## src/hw/amcs_defines.svh

```systemverilog
// Constants and behaviour list of the amplifier module control supervisor
// Behaviour
// [RL1] Standby request high enters standby mode
// [RL2] Standby input defaults low, normal operation
// [RL3] Standby: amp and analog supplies off
// [RL4] Front end waits 3 s between mode changes
// [RL5] Front end lowers control load before standby
// [RL6] Mute request shuts down amplifier only
// [RL7] Mute input defaults low, amplifier runs
// [RL8] Mute keeps every supply running
// [RL9] One low clip pulse per clipping cycle
// [RL10] Thermal warning holds clip flag low
// [RL11] Clip flag only pulls low or releases
// [RL12] Destructive overload shuts down, fault flag low
// [RL13] Fault flag on amp, supply, thermal faults
// [RL14] Resume after delay; thermal waits for recovery
// [RL15] Primary side events never reach fault flag
// [RL16] Fault flag is open collector, pulls low
// [RL17] Control supply overcurrent cycles all aux supplies
// [RL18] Analog supply overcurrent cycles all aux supplies
// [RL19] Hanger rail supply stays on in standby
// [RL20] Power-up samples inputs, starts accordingly
// [RL21] Self-check error reboots after short delay
// [RL22] Control inputs synchronised and debounced
`ifndef AMCS_DEFINES_SVH
`define AMCS_DEFINES_SVH
`define AMCS_CLK_MHZ 100
`define AMCS_DEBOUNCE_US 1000
`define AMCS_DEBOUNCE_CYC (`AMCS_DEBOUNCE_US * `AMCS_CLK_MHZ)
`define AMCS_RESTART_MS 100
`define AMCS_RESTART_CYC (`AMCS_RESTART_MS * 1000 * `AMCS_CLK_MHZ)
`define AMCS_REBOOT_MS 500
`define AMCS_REBOOT_CYC (`AMCS_REBOOT_MS * 1000 * `AMCS_CLK_MHZ)
`define AMCS_CNT_W 32
`endif

```

## src/hw/amcs_pkg.sv

```systemverilog
// Types of the amplifier module control supervisor
package amcs_pkg;
	typedef enum logic [2:0] {
		AMCS_BOOT,
		AMCS_REBOOT,
		AMCS_RUN,
		AMCS_STANDBY,
		AMCS_AMP_FAULT,
		AMCS_AUX_FAULT,
		AMCS_THERM_FAULT
	} amcs_state_type;
endpackage

```

## src/hw/amcs_supervisor.sv

```systemverilog
// Control and status supervisor of the amplifier module
`timescale 1ns/10ps
`include "amcs_defines.svh"
module amcs_supervisor #(
	parameter int DEBOUNCE_CYC = `AMCS_DEBOUNCE_CYC,
	parameter int RESTART_CYC = `AMCS_RESTART_CYC,
	parameter int REBOOT_CYC = `AMCS_REBOOT_CYC
) (
	input wire logic i_core_clk,
	input wire logic i_srst,
	input wire logic i_standby_request,
	input wire logic i_amplifier_mute_request,
	input wire logic i_selfcheck_done,
	input wire logic i_selfcheck_error,
	input wire logic i_pwm_cycle,
	input wire logic i_clip_event,
	input wire logic i_thermal_warning,
	input wire logic i_amp_overcurrent,
	input wire logic i_control_supply_oc,
	input wire logic i_analog_supply_oc,
	input wire logic i_module_overtemp,
	input wire logic i_thermal_recovered,
	input wire logic i_primary_fault,
	output logic o_amp_enable,
	output logic o_positive_analog_supply_en,
	output logic o_negative_analog_supply_en,
	output logic o_control_supply_out_en,
	output logic o_control_supply_low_power,
	output logic o_hanger_rail_supply_en,
	output logic o_clip_flag_out,
	output logic o_clip_flag_oe,
	output logic o_fault_flag_out,
	output logic o_fault_flag_oe,
	output amcs_pkg::amcs_state_type o_state
);
	localparam logic [`AMCS_CNT_W-1:0] DB_MAX = `AMCS_CNT_W'(DEBOUNCE_CYC);
	localparam logic [`AMCS_CNT_W-1:0] RS_MAX = `AMCS_CNT_W'(RESTART_CYC);
	localparam logic [`AMCS_CNT_W-1:0] RB_MAX = `AMCS_CNT_W'(REBOOT_CYC);

	// Synchronisers and debouncers; pull-downs modelled by low reset values
	logic [1:0] sb_sync_reg, sb_sync_next;
	logic [1:0] mu_sync_reg, mu_sync_next;
	logic sb_db_reg, sb_db_next;
	logic mu_db_reg, mu_db_next;
	logic [`AMCS_CNT_W-1:0] sb_cnt_reg, sb_cnt_next;
	logic [`AMCS_CNT_W-1:0] mu_cnt_reg, mu_cnt_next;

	always_comb begin
		sb_sync_next = {sb_sync_reg[0], i_standby_request}; // [RL22]
		mu_sync_next = {mu_sync_reg[0], i_amplifier_mute_request}; // [RL22]
		sb_db_next = sb_db_reg;
		mu_db_next = mu_db_reg;
		sb_cnt_next = '0;
		mu_cnt_next = '0;
		// Level must hold DEBOUNCE_CYC cycles before it is accepted
		if (sb_sync_reg[1] != sb_db_reg) begin
			sb_cnt_next = sb_cnt_reg + `AMCS_CNT_W'(1);
			if (sb_cnt_reg >= DB_MAX - `AMCS_CNT_W'(1)) begin
				sb_db_next = sb_sync_reg[1]; // [RL22]
				sb_cnt_next = '0;
			end
		end
		if (mu_sync_reg[1] != mu_db_reg) begin
			mu_cnt_next = mu_cnt_reg + `AMCS_CNT_W'(1);
			if (mu_cnt_reg >= DB_MAX - `AMCS_CNT_W'(1)) begin
				mu_db_next = mu_sync_reg[1]; // [RL22]
				mu_cnt_next = '0;
			end
		end
	end

	always_ff @(posedge i_core_clk) begin
		if (i_srst) begin
			sb_sync_reg <= 2'h0; // [RL2]
			mu_sync_reg <= 2'h0; // [RL7]
			sb_db_reg <= 1'h0;
			mu_db_reg <= 1'h0;
			sb_cnt_reg <= '0;
			mu_cnt_reg <= '0;
		end else begin
			sb_sync_reg <= sb_sync_next;
			mu_sync_reg <= mu_sync_next;
			sb_db_reg <= sb_db_next;
			mu_db_reg <= mu_db_next;
			sb_cnt_reg <= sb_cnt_next;
			mu_cnt_reg <= mu_cnt_next;
		end
	end

	// Sequencer
	amcs_pkg::amcs_state_type state_reg, state_next;
	logic [`AMCS_CNT_W-1:0] tmr_reg, tmr_next;
	logic aux_oc;
	logic amp_oc;

	// Primary side faults are deliberately not an input of this logic
	assign aux_oc = i_control_supply_oc | i_analog_supply_oc;
	assign amp_oc = i_amp_overcurrent;

	always_comb begin
		state_next = state_reg;
		tmr_next = '0;
		case (state_reg)
			amcs_pkg::AMCS_BOOT: begin
				// Self-checks must outlast the debounce time, or a
				// held standby request is seen one debounce late
				if (i_selfcheck_error) begin
					state_next = amcs_pkg::AMCS_REBOOT; // [RL21]
				end else if (i_selfcheck_done) begin
					if (sb_db_reg) begin
						state_next = amcs_pkg::AMCS_STANDBY; // [RL20]
					end else begin
						state_next = amcs_pkg::AMCS_RUN; // [RL20]
					end
				end
			end
			amcs_pkg::AMCS_REBOOT: begin
				tmr_next = tmr_reg + `AMCS_CNT_W'(1);
				if (tmr_reg >= RB_MAX - `AMCS_CNT_W'(1)) begin
					state_next = amcs_pkg::AMCS_BOOT; // [RL21]
					tmr_next = '0;
				end
			end
			amcs_pkg::AMCS_RUN, amcs_pkg::AMCS_STANDBY: begin
				// Faults outrank mode requests
				if (i_module_overtemp) begin
					state_next = amcs_pkg::AMCS_THERM_FAULT; // [RL12]
				end else if (aux_oc) begin
					state_next = amcs_pkg::AMCS_AUX_FAULT; // [RL17] [RL18]
				end else if (amp_oc && state_reg == amcs_pkg::AMCS_RUN) begin
					state_next = amcs_pkg::AMCS_AMP_FAULT; // [RL12]
				end else if (sb_db_reg) begin
					state_next = amcs_pkg::AMCS_STANDBY; // [RL1]
				end else begin
					state_next = amcs_pkg::AMCS_RUN;
				end
			end
			amcs_pkg::AMCS_AMP_FAULT, amcs_pkg::AMCS_AUX_FAULT: begin
				// Delay restarts only once the condition has gone
				if ((state_reg == amcs_pkg::AMCS_AUX_FAULT && aux_oc) ||
						(state_reg == amcs_pkg::AMCS_AMP_FAULT && amp_oc)) begin
					tmr_next = '0;
				end else begin
					tmr_next = tmr_reg + `AMCS_CNT_W'(1);
					if (tmr_reg >= RS_MAX - `AMCS_CNT_W'(1)) begin
						state_next = amcs_pkg::AMCS_RUN; // [RL14]
						tmr_next = '0;
					end
				end
			end
			amcs_pkg::AMCS_THERM_FAULT: begin
				if (i_module_overtemp || !i_thermal_recovered) begin
					tmr_next = '0; // [RL14]
				end else begin
					tmr_next = tmr_reg + `AMCS_CNT_W'(1);
					if (tmr_reg >= RS_MAX - `AMCS_CNT_W'(1)) begin
						state_next = amcs_pkg::AMCS_RUN; // [RL14]
						tmr_next = '0;
					end
				end
			end
			default: begin
				state_next = amcs_pkg::AMCS_BOOT;
			end
		endcase
	end

	always_ff @(posedge i_core_clk) begin
		if (i_srst) begin
			state_reg <= amcs_pkg::AMCS_BOOT;
			tmr_reg <= '0;
		end else begin
			state_reg <= state_next;
			tmr_reg <= tmr_next;
		end
	end

	// Output stage, all registered
	logic amp_en_reg, amp_en_next;
	logic ana_en_reg, ana_en_next;
	logic ctl_en_reg, ctl_en_next;
	logic ctl_lp_reg, ctl_lp_next;
	logic hng_en_reg, hng_en_next;
	logic clip_oe_reg, clip_oe_next;
	logic fault_oe_reg, fault_oe_next;
	logic in_fault;

	assign in_fault = state_next == amcs_pkg::AMCS_AMP_FAULT ||
		state_next == amcs_pkg::AMCS_AUX_FAULT ||
		state_next == amcs_pkg::AMCS_THERM_FAULT;

	always_comb begin
		amp_en_next = state_next == amcs_pkg::AMCS_RUN && !mu_db_reg; // [RL6]
		// Mute leaves all supplies as they are
		ana_en_next = state_next == amcs_pkg::AMCS_RUN; // [RL3] [RL8]
		ctl_en_next = state_next == amcs_pkg::AMCS_RUN ||
			state_next == amcs_pkg::AMCS_STANDBY ||
			state_next == amcs_pkg::AMCS_AMP_FAULT ||
			state_next == amcs_pkg::AMCS_THERM_FAULT; // [RL17] [RL18]
		ctl_lp_next = state_next == amcs_pkg::AMCS_STANDBY; // [RL3]
		hng_en_next = state_next == amcs_pkg::AMCS_RUN ||
			state_next == amcs_pkg::AMCS_STANDBY; // [RL19]
		// One low pulse per clipping PWM cycle; thermal warning holds it
		clip_oe_next = i_thermal_warning ||
			(i_pwm_cycle && i_clip_event); // [RL9] [RL10]
		fault_oe_next = in_fault; // [RL13] [RL15]
	end

	always_ff @(posedge i_core_clk) begin
		if (i_srst) begin
			amp_en_reg <= 1'h0;
			ana_en_reg <= 1'h0;
			ctl_en_reg <= 1'h0;
			ctl_lp_reg <= 1'h0;
			hng_en_reg <= 1'h0;
			clip_oe_reg <= 1'h0;
			fault_oe_reg <= 1'h0;
		end else begin
			amp_en_reg <= amp_en_next;
			ana_en_reg <= ana_en_next;
			ctl_en_reg <= ctl_en_next;
			ctl_lp_reg <= ctl_lp_next;
			hng_en_reg <= hng_en_next;
			clip_oe_reg <= clip_oe_next;
			fault_oe_reg <= fault_oe_next;
		end
	end

	assign o_amp_enable = amp_en_reg;
	assign o_positive_analog_supply_en = ana_en_reg;
	assign o_negative_analog_supply_en = ana_en_reg;
	assign o_control_supply_out_en = ctl_en_reg;
	assign o_control_supply_low_power = ctl_lp_reg;
	assign o_hanger_rail_supply_en = hng_en_reg;
	assign o_clip_flag_out = 1'h0; // [RL11]
	assign o_clip_flag_oe = clip_oe_reg;
	assign o_fault_flag_out = 1'h0; // [RL16]
	assign o_fault_flag_oe = fault_oe_reg; // [RL12]
	assign o_state = state_reg;
endmodule

```

## config.mk

```make
export PLATFORM = sky130hd
export DESIGN_NAME = amcs_supervisor
export DESIGN_NICKNAME = d
export VERILOG_FILES = /design/src/hw/amcs_pkg.sv /design/src/hw/amcs_supervisor.sv
export VERILOG_INCLUDE_DIRS = /design/src /design/src/hw
export SDC_FILE = /design/constraint.sdc
export NUM_CORES = 1
export LEC_CHECK = 0
export ABC_AREA = 1
export BUFFER_PORTS_ARGS = -buffer_cell sky130_fd_sc_hd__buf_2
export CAP_MARGIN = 20
export CORE_MARGIN = 4
export CORE_UTILIZATION = 45
export CTS_CLUSTER_SIZE = 28
export DETAILED_ROUTE_END_ITERATION = 6
export PLACE_DENSITY = 0.71
export SKIP_LAST_GASP = 1
export SYNTH_ARGS = -nofsm -noshare
export SYNTH_HDL_FRONTEND = slang
export SYNTH_SLANG_ARGS = --single-unit
```

## constraint.sdc

```tcl
create_clock -name i_core_clk -period 2 [get_ports i_core_clk]
set_clock_uncertainty 0.1 [all_clocks]
set_input_delay 0.3 -clock i_core_clk [delete_from_list [all_inputs] [get_ports i_core_clk]]
set_output_delay 0.3 -clock i_core_clk [all_outputs]
set_load 0.03 [all_outputs]
```

Yosys cells after proc, flatten, opt, wreduce, memory -nomap -nowiden. Index checks and enable logic that the tools add are counted. W data, S select, Z words.

Logic and storage cells: 76. Bits in registers: 112.

Order comparisons: 4. Eq/ne operators: 13. Muxes and demuxes: 16. Reductions and logical operators: 22. $add $sub $neg: 3. Bitwise gates (word level): 3.

Operators by type and width (count): $mux W32 (4); $add A32 B1 Y32 const B (3); $pmux W32 S3 (1); $ge A32 B17 Y1 const B (2); $ge A32 B24 Y1 const B (1); $ge A32 B26 Y1 const B (1); $mux W3 (9); $eq A3 B3 Y1 const B (6); $pmux W3 S5 (1); $eq A3 B2 Y1 const B (4); $logic_or A1 B1 Y1 (8); $reduce_or A3 Y1 (2); $logic_and A1 B1 Y1 (5); $reduce_and A2 Y1 (2); $reduce_or A2 Y1 (2); $eq A3 B1 Y1 const B (1); $logic_not A3 Y1 (1); $logic_not A1 Y1 (2); $ne A1 B1 Y1 (2); $not A1 Y1 (2); $mux W1 (1); $or A1 B1 Y1 (1).

Longest topological paths before layout. Gate-level depths: netlist of the first run.

Word-level depth: 10. Mapped depth: 16. Mapped depth without buffers: 16.

Worst setup path after synthesis of the first run. Ideal clock, no wire load.

Path kind: reg-to-reg. Start point: reg tmr_reg[0]. End point: reg tmr_reg[20]. Slack: 0.223 ns. Cell stages (with the launch flop): 10. Setup time: 0.114 ns. Data arrival time: 1.563 ns. Buffers on the path: 0. Path through: dfxtp_1 -> ha_1 -> nand3_2 -> nor3_4 -> nand2_2 -> nor3_4 -> nand4_2 -> nor2_2 -> xor2_1 -> nor2_1.

Word-level cells in the longest chain between the ends: 4. Elaborated cells between the ends (all ways): 8.

RTL lines: start: declaration (line amcs_supervisor.sv:92) `` logic [`AMCS_CNT_W-1:0] tmr_reg, tmr_next; ``; start signal: assignment (line amcs_supervisor.sv:174) `tmr_reg <= tmr_next;`; $add A32 B1 Y32 or $ge A32 B24 Y1 (tied branches); $mux W32 (line amcs_supervisor.sv:145, amcs_supervisor.sv:156); $mux W32, on equally long branches (line amcs_supervisor.sv:152, amcs_supervisor.sv:140); $pmux W32 S3 (*) (line amcs_supervisor.sv:103) `case (state_reg)`.

Mark *: on every way between the ends. The rest lies on a longest branch, timed or not. A chain may end at the register's enable or synchronous reset.

Final worst setup path of the first run.
Start point: reg tmr_reg[1]. End point: reg tmr_reg[20].

Same word-level chain as after synthesis.

==> results of run 1 <==
-- logic make-up after synthesis --
logic type,Yosys count
other,1
xor gates and xnor gates,22
adders and majority gates,3
and+or+nand+nor,341
DFF,112
AOI/OAI and AO/OA,38
buffers and inverters,92
-- power groups by stage --
| stage | clock (mW) | sequential, mW | combinational (mW) |
|---|---|---|---|
| 6_report | 1.47 | 2.32 | 0.219 |
| 5_1_grt | 1.62 | 2.33 | 0.248 |
| 4_1_cts | 1.52 | 2.32 | 0.218 |
| 3_5_place_dp | 0 | 2.38 | 0.218 |
| 3_3_place_gp | 0 | 2.37 | 0.212 |
| 2_1_floorplan | 0 | 2.41 | 0.119 |
-- per-layer routing --
metal	vias to the layer above	GRT usage [%]	part of all wire [%]
li1	2049	-	-
met1	1744	18.28	44
met2	69	26.47	49
met3	17	2.737	4.0
met4	0	8.355	2.8
met5	-	0	0
-- what timing repair did --
item                                    CTS  global route
endpoints found under the setup margin    0            52
setup buffers                             0             9
gates resized for setup                   0            25
-- stage by stage --
| stage | setup TNS, ns | setup slack (ns) | instance area, um^2 |
|---|---|---|---|
| after global placement | 0 | 0.09614 | 5174 |
| after detailed placement | 0 | 0.05658 | 5174 |
| after CTS | 0 | 0.03332 | 5399 |
| after global routing | -0.3129 | -0.06175 | 5573 |
| final | 0 | 0.08237 | 5573 |
| after floorplan | 0 | 0.2232 | 4856 |
-- cells in the final DEF (no fill, tap or decap), drive strengths merged, types with 3 or more instances in the layout --
master / n
nor2: 123
dfxtp: 112
nand2: 112
inv: 85
buf: 41
nand3: 40
conb: 38
nor3: 36
xor2: 19
o21ai: 16
a21oi: 15
nand4: 12
clkbuf: 9
nor3b: 7
nor4: 5
and3: 3
xnor2: 3
o31ai: 3
ha: 3
-- worst reg2reg max path, stage by stage, from the launching register on --
cell and delay (ns):
dfxtp_2 0.37, ha_4 0.16, nand3_4 0.09, nor3_4 0.23, nand2_2 0.11, nor3_4 0.24
nand4_4 0.15, nor2_4 0.17, xor2_1 0.16, nor2_1 0.05
-- how the worst max path moves through the flow --
stage / start / to / slack (ns) / cells after the start
6_report: tmr_reg[1] / tmr_reg[20] / 0.08 / 9
5_1_grt: tmr_reg[0] / tmr_reg[20] / -0.06 / 9
3_3_place_gp: tmr_reg[0] / tmr_reg[20] / 0.1 / 9
3_5_place_dp: tmr_reg[0] / tmr_reg[20] / 0.06 / 9
2_1_floorplan: tmr_reg[0] / tmr_reg[20] / 0.22 / 9
4_1_cts: tmr_reg[0] / o_amp_enable / 0.03 / 15
-- area by class of cell --
type	count	share of cell area, %
multi-input combinational	442	42.05
sequential	112	40.37
inverter	83	5.590
timing repair buffer	41	4.894
tap	136	3.053
clock buffer	9	2.223
clock inverter	7	1.819
==> impl_metrics.ini, run 1 <==
[yosys]
syn_avg_cell_area_um2 = 7.746
yosys_warnings = 0
ys_ff_latch = 112
synth_most_common_cell = nor2_1
async_reset_ff_share_pct = 0
synth-simple-area-share_pct = 35.31
synth_area_leaders = dfxtp_1 48%, nor2_1 9.1%, nand2_1 8.3%, inv_1 6.2%, nand3_1 3.6%
synth_area_mm2 = 0.004717
synth_top_family_by_area = simple AND/OR/NAND/NOR gates
muxShareOfSynthArea_pct = 0
synth_top_flop_cell = dfxtp_1
syn_inst = 609
synth_adder_area_share_pct = 0.7958
synth-xor-area-share_pct = 4.085
synth_edf_count = 0
synth_cell_types = 38
synth.top_cells.by_count = 114 x nor2_1, 112 x dfxtp_1, 104 x nand2_1, 78 x inv_1, 34 x nand3_1
synth_compound_area_share_pct = 4.377
netlist.area_leader.share_pct = 47.53
seq_area_frac_synth_pct = 47.53
yosysTopAreaCell = dfxtp_1

[timing]
fin_crit_sh_pct = 95.88
whs_ns = 0.02790
maxSlewViolCount = 0
slew_headroom_pct = 65.25
hold_viol = 0
rsz0062_at_grt = yes
worst_pin_slew_ns = 0.5172
finalSetupViolCount = 0
max_freq_mhz = 521.5
fin_crit_ns = 1.918

[grt]
overflow = 0
grt_pass1_vias = 3631
grt_antenna_before_repair = 0
grt_max_degree = 22
grt_util_all_layers_pct = 15.43
grt_pass1_wl_um = 14950

[critical_path]
path_buf_inv = 0
reg2reg_depth = 9
end_kind = flip-flop
reg2reg_slack_ns = 0.08
critical_path_required_ns = 2.17
worstPathMaxFanout = 3
timing.rr.start = tmr_reg[1]
path_class = reg2reg
timing.critical_path.mode_cell = nor3_4
path_cells = ha_4, nand3_4, nor3_4, nand2_2, nor3_4, nand4_4, nor2_4, xor2_1, nor2_1
r2r-end = tmr_reg[20]
arrival_ns = 2.09
slowest_delay_ns = 0.37
cp-start-kind = flip-flop
critical-path-top-delay-family = simple AND/OR/NAND/NOR gates
slowest_stage = dfxtp_2

[flow_run]
maxCapViolCount = 0

[status]
status = complete, no violations

[floorplanning]
die_x_um = 110.4
io_pins = 28
die_area_mm2 = 0.01218
core_mm2 = 0.01028
die_h_um = 110.4
row_count = 37
initial_core_util_pct = 45.90

[placed_design]
io_buffers = 24
dp_hpwl_um = 6528
gp_congestion = 0.9302
post-place-cells = 805

[clock_tree]
clk_latency_ns = 0.37
cts_tree = yes
cts_max_level = 3
cts-root-buf = clkbuf_8
clkSlewWorstSetupHoldPaths_ns = 0.10
cts-buffers-inserted = 9
holdBufCountCts = 0
clockBufferDepth = 2
clkSinkCount = 112

[detailed_routing]
drcViolationCount = 0
drt_iter0_drc = 117
wl_per_cell_um = 10.45
postRouteAntennaNets = 0
avgViaCountPerCell = 4.673
wl_um = 8670
vias = 3879
drtPass1Iterations = 4

[finish]
fillers = 982
nNetsFinal = 707
regArea_mm2 = 0.002250
final_cells = 830
area_growth_pct = 18.14
final_util_pct = 54.22
diodes = 0
multi_input_area_mm2 = 0.002344
drive_above_1_share_pct = 17.00

[min_path]
hp-start = i_thermal_warning
holdPathEnd = o_clip_flag_oe
min_path_type = in2reg
worst_hold_path.num_cells = 3

[power_and_ir_drop]
power.switching_mw = 0.9346
internal-power_mw = 3.075
leakage_nw = 2.340
pwr-share-seq_pct = 57.9
power_density_mw_per_mm2 = 719.5
clockPowerShare_pct = 36.6
vdd_ir_drop_max_mv = 0.5604
p_comb_share_pct = 5.5
p_sw_share_pct = 23.31
power_mw = 4.010
Power figures use the tool's default switching activity.
==> run 2, diff against run 1 <==
CORE_UTILIZATION = 60   (was 45)
PLACE_DENSITY = 0.88   (was 0.71)
SETUP_SLACK_MARGIN = 0.15   (was unset)
==> run 2 against run 1 <==
Power fell by 1.1%; global-route usage rose by 5.0 points; largest power group unchanged; clock-buffer cell count did not move; first-iteration DRC count rose to 3.8 times the previous value; flip-flop and latch count did not move; largest cell class unchanged; fmax fell by 2.7%; register-to-register slack got worse by 0.05 ns; cell area rose by 9.8%; critical path type unchanged; sequential share of layout area fell by 3.2 points; clock power fell by 6%.
==> impl_metrics.ini, run 2 (synthesized netlist as in run 1, its figures left out) <==
[min_path]
min_path_type = in2reg

[placed_design]
dpl_cell_area_mm2 = 0.005126
dp_hpwl_um = 6733
gp_congestion = 0.8633
io_buffers = 24

[timing]
max_freq_mhz = 507.5
fin_crit_sh_pct = 98.52
maxSlewViolCount = 0
rsz0062_at_grt = yes
finalSetupViolCount = 0
hold_viol = 0
fin_crit_ns = 1.970

[floorplanning]
row_count = 32
die_x_um = 96.67
die_area_mm2 = 0.009344
io_pins = 28
core_mm2 = 0.007687
die_h_um = 96.67
initial_core_util_pct = 61.36

[detailed_routing]
wl_per_cell_um = 15.29
drtPass1Iterations = 5
postRouteAntennaNets = 0
vias = 4464
drcViolationCount = 0
wl_um = 12540
drt_iter0_drc = 441
avgViaCountPerCell = 5.444

[critical_path]
path_class = reg2reg
critical_path_required_ns = 2.18
arrival_ns = 2.15
path_cells = buf_4, nand3_2, nor3_4, nand3_4, nor3_4, nand4_1, nor2_1, nand2_1, nand2_1, nor2_1
critical-path-top-delay-family = simple AND/OR/NAND/NOR gates
slowest_delay_ns = 0.37
cp-start-kind = flip-flop
end_kind = flip-flop
path_buf_inv = 1
worstPathMaxFanout = 4
slowest_stage = dfxtp_2

[finish]
fillers = 442
layout_commonest_cell = nor2_1
diodes = 0
nNetsFinal = 731
final_cell_mix = 95 x nor2_1, 94 x dfxtp_1, 83 x nand2_1
area_growth_pct = 29.73
drive_above_1_share_pct = 29.94
final_cell_area_mm2 = 0.006120

[clock_tree]
holdBufCountCts = 0
clk_latency_ns = 0.38
clockBufferDepth = 2
cts-root-buf = clkbuf_8
cts_tree = yes
cts_max_level = 3
clkSinkCount = 112
cts-buffers-inserted = 9
clkSlewWorstSetupHoldPaths_ns = 0.11

[grt]
grt_max_degree = 20
grt_util_all_layers_pct = 20.41
grt_pass1_vias = 3886
overflow = 0
grt_pass1_wl_um = 16060
grt_antenna_before_repair = 0

[power_and_ir_drop]
power_density_mw_per_mm2 = 647.9
power_mw = 3.965
vdd_ir_drop_max_mv = 0.6484
leakage_nw = 2.569

[status]
status = complete, no violations

[flow_run]
maxCapViolCount = 0
run 2: worst register-to-register path, stage by stage, from the launching register on:
cell and delay (ns):
dfxtp_2 0.37, buf_4 0.14, nand3_2 0.12, nor3_4 0.27, nand3_4 0.13, nor3_4 0.21, nand4_1 0.20, nor2_1 0.14
nand2_1 0.07, nand2_1 0.09, nor2_1 0.04
run 2: repair_timing:
item	CTS	global route
endpoints found under the hold margin	0	0
gates resized for setup	20	113
endpoints found under the setup margin	52	68
buffers inserted	13	15
pin swaps	9	28
gates cloned	0	4
run 2: report_power, final:
group,switching (mW),internal (mW)
Combinational,0.189,0.0708
Clock,0.788,0.593
Sequential,0.0319,2.29
Total,1.01,2.96
run 2: final cells by class:
type                            instances  area, um^2  area share [%]
Clock buffer                            9       123.9           2.024
Inverter                               83       311.5           5.091
Sequential cell                       112        2272           37.13
Timing Repair Buffer                   64       506.7           8.281
Tap cell                              102       127.6           2.085
Clock inverter                          7       77.57           1.268
Multi-Input combinational cell        443        2700           44.12
run 2: worst paths after layout:
path                                                from        endpoint  slack [ns]  depth (start not counted)
worst max-delay path                       mu_cnt_reg[0]  mu_cnt_reg[15]        0.03                         10
worst min-delay path            i_amplifier_mute_request  mu_sync_reg[0]        0.02                          3
worst max register to register             mu_cnt_reg[0]  mu_cnt_reg[15]        0.03                         10
worst min register to register            sb_sync_reg[0]  sb_sync_reg[1]        0.32                          2
run 2: layer usage:
metal / track usage, % / share of wire [%] / vias to the layer above
li1: - / - / 2102
met1: 22.83 / 37 / 2102
met2: 36.89 / 52 / 204
met3: 3.965 / 6.7 / 56
met4: 9.827 / 4.2 / 0
met5: 0 / 0 / -
run 2: stage by stage:
stage               hold slack (ns)  worst slack [ns]  std cells  TNS (ns)  utilization, %
finish                      0.01853           0.02960        820         0           79.61
global route                0.01629          -0.09335        820   -0.1282           79.61
CTS                        0.008687            0.1286        801         0           71.83
detailed placement           0.3035           0.05377        772         0           66.68
global placement             0.2900            0.1282        772         0           66.68
floorplan                    0.2883            0.2232        646         0               -
==> run 3, diff against run 2 <==
--- a/config.mk
+++ b/config.mk
@@ -17,4 +17,5 @@
 export SETUP_SLACK_MARGIN = 0.15
 export SKIP_LAST_GASP = 1
+export SLEW_MARGIN = 0
 export SYNTH_ARGS = -nofsm -noshare
 export SYNTH_HDL_FRONTEND = slang
==> constraint.sdc (replaced) <==
create_clock -name i_core_clk -period 2 [get_ports i_core_clk]
set_clock_uncertainty 0.1 [all_clocks]
set_input_delay 0.2 -clock i_core_clk [delete_from_list [all_inputs] [get_ports i_core_clk]]
set_output_delay 0.2 -clock i_core_clk [all_outputs]
set_load 0.03 [all_outputs]
==> run 3 against run 2 <==
Sequential share of layout area up 1.1 points; flip-flop and latch count unchanged; via count down 5.6%; global-route usage shrank 0.15 points; cell area fell by 3.6%; die area unchanged; combinational power is 2% lower; sequential power is essentially flat; register-to-register slack improved by 0.05 ns; non-clock buffer count is 8 lower; fmax rose by 2.6%; highest routed layer unchanged; cell count is 0.85% lower.
==> impl_metrics.ini, run 3 (synthesized netlist as in run 1, its figures left out) <==
[grt]
grt_antenna_before_repair = 0
grt_max_degree = 20
overflow = 0
grt_util_all_layers_pct = 20.26
grt_pass1_wl_um = 16190
grt_pass1_vias = 3958

[critical_path]
timing.rr.start = tmr_reg[11]
worstPathMaxFanout = 9
startpoint = tmr_reg[11]
arrival_ns = 2.11
reg2reg_slack_ns = 0.08
critical_path_required_ns = 2.19
path_class = reg2reg
r2r-end = tmr_reg[4]
crit_path_end = tmr_reg[4]
cp-start-kind = flip-flop
reg2reg_depth = 10
end_kind = flip-flop

[finish]
area_growth_pct = 25.04
final_cell_area_mm2 = 0.005898
final_cell_mix = 108 x nor2_1, 100 x dfxtp_1, 87 x nand2_1
drive_above_1_share_pct = 23.35
final_util_pct = 76.73
layout_commonest_cell = nor2_1
nNetsFinal = 724
diodes = 0

[clock_tree]
cts-buffers-inserted = 9
clockBufferDepth = 2
cts_max_level = 3
cts-root-buf = clkbuf_8
clk_latency_ns = 0.38
clkSlewWorstSetupHoldPaths_ns = 0.11
clkSinkCount = 112
cts_tree = yes

[detailed_routing]
drt_iter0_drc = 243
postRouteAntennaNets = 0
drcViolationCount = 0
wl_per_cell_um = 13.09
avgViaCountPerCell = 5.182
vias = 4213
wl_um = 10640
drtPass1Iterations = 5

[power_and_ir_drop]
p_sw_share_pct = 24.09
power_mw = 4.132
internal-power_mw = 3.136
pwr-share-seq_pct = 56.3
vdd_ir_drop_max_mv = 0.5562
power.switching_mw = 0.9954
p_comb_share_pct = 6.1
power_density_mw_per_mm2 = 700.5
clockPowerShare_pct = 37.6
leakage_nw = 2.524

[timing]
hold_viol = 0
maxSlewViolCount = 0
rsz0062_at_grt = yes
whs_ns = 0.2456
max_freq_mhz = 520.8
finalSetupViolCount = 0
fin_crit_ns = 1.920
fin_setup_tns_ns = 0
fin_crit_sh_pct = 96.01

[min_path]
min_path_type = in2reg

[flow_run]
maxCapViolCount = 0

[floorplanning]
initial_core_util_pct = 61.36
die_x_um = 96.67
die_area_mm2 = 0.009344
row_count = 32
die_h_um = 96.67
io_pins = 28
core_mm2 = 0.007687

[status]
status = complete, no violations

[placed_design]
dpl_cell_area_mm2 = 0.005126
gp_congestion = 0.8772
dp_hpwl_um = 6693
io_buffers = 24
==> run 3: cell types whose count changed in the layout (fill, tap and decap cells not counted), moves of 5 or more <==
cell	delta
buf_4	-10
nor3_2	-7
nor2_1	+13
dfxtp_1	+6
nor2_2	-6
nor2_4	-7
dlygate4sd3_1	+5
nor3_1	+7
==> run 3: how the worst min path moves through the flow <==
| stage | slack [ns] | depth (start not counted) | startpoint | to |
|---|---|---|---|---|
| after global placement | 0.29 | 2 | sb_sync_reg[0] | sb_sync_reg[1] |
| final | 0.25 | 5 | i_module_overtemp | o_state[2] |
| after floorplan | 0.21 | 2 | i_amplifier_mute_request | mu_sync_reg[0] |
| after detailed placement | 0.30 | 2 | sb_sync_reg[0] | sb_sync_reg[1] |
| after global routing | 0.27 | 5 | i_module_overtemp | o_state[2] |
| after CTS | 0.19 | 4 | i_module_overtemp | o_hanger_rail_supply_en |
==> run 3: power groups by stage <==
stage                     Sequential (mW)  Clock, mW  Combinational [mW]
final                                2.32       1.55               0.254
after global routing                 2.33       1.66               0.280
after CTS                            2.32       1.56               0.237
after detailed placement             2.38          0               0.223
after global placement               2.37          0               0.211
after floorplan                      2.41          0               0.119
==> run 3: layer usage <==
metal	part of all wire, %	track usage, %	wire [um]	vias to the layer above
met1	41	23.67	4324	1950
li1	-	-	-	2088
met3	5.1	3.461	543	39
met4	3.0	9.395	322	0
met2	51	35.99	5452	136
met5	0	0	0	-
==> run 3: area by class of cell <==
| type | instances | area, um^2 |
|---|---|---|
| flip-flops and latches | 112 | 2257 |
| multi-input cells | 444 | 2531 |
| fillers | 493 | 1789 |
| well taps | 102 | 127.6 |
| repair buffers | 56 | 435.4 |
| inverters | 83 | 311.5 |
| clock buffers | 10 | 137.6 |
| clock inverters | 6 | 97.59 |
==> run 3: stage by stage <==
stage / std cells / worst slack [ns]
2_1_floorplan: 646 / 0.2232
3_3_place_gp: 772 / 0.1295
3_5_place_dp: 772 / 0.03505
4_1_cts: 798 / 0.1127
5_1_grt: 813 / -0.04837
6_report: 813 / 0.07981
==> run 3: worst max-delay path, cell delays in order (launching register included) <==
cell     delay (ns)
dfxtp_1        0.35
inv_1          0.26
nand2_1        0.11
a21oi_1        0.20
nand2_2        0.09
nand2_2        0.10
nand3_1        0.09
nand2_2        0.13
nand2_8        0.10
buf_12         0.15
nor3_1         0.15
==> run 3: timing repair <==
| item | 4_1_cts | 5_1_grt |
|---|---|---|
| hold buffers | 5 | 0 |
| gates cloned | 0 | 5 |
| pin swaps | 7 | 13 |
| endpoints found under the setup margin | 48 | 65 |
| resized for setup | 18 | 58 |
| buffers inserted | 5 | 10 |
| endpoints found under the hold margin | 4 | 0 |
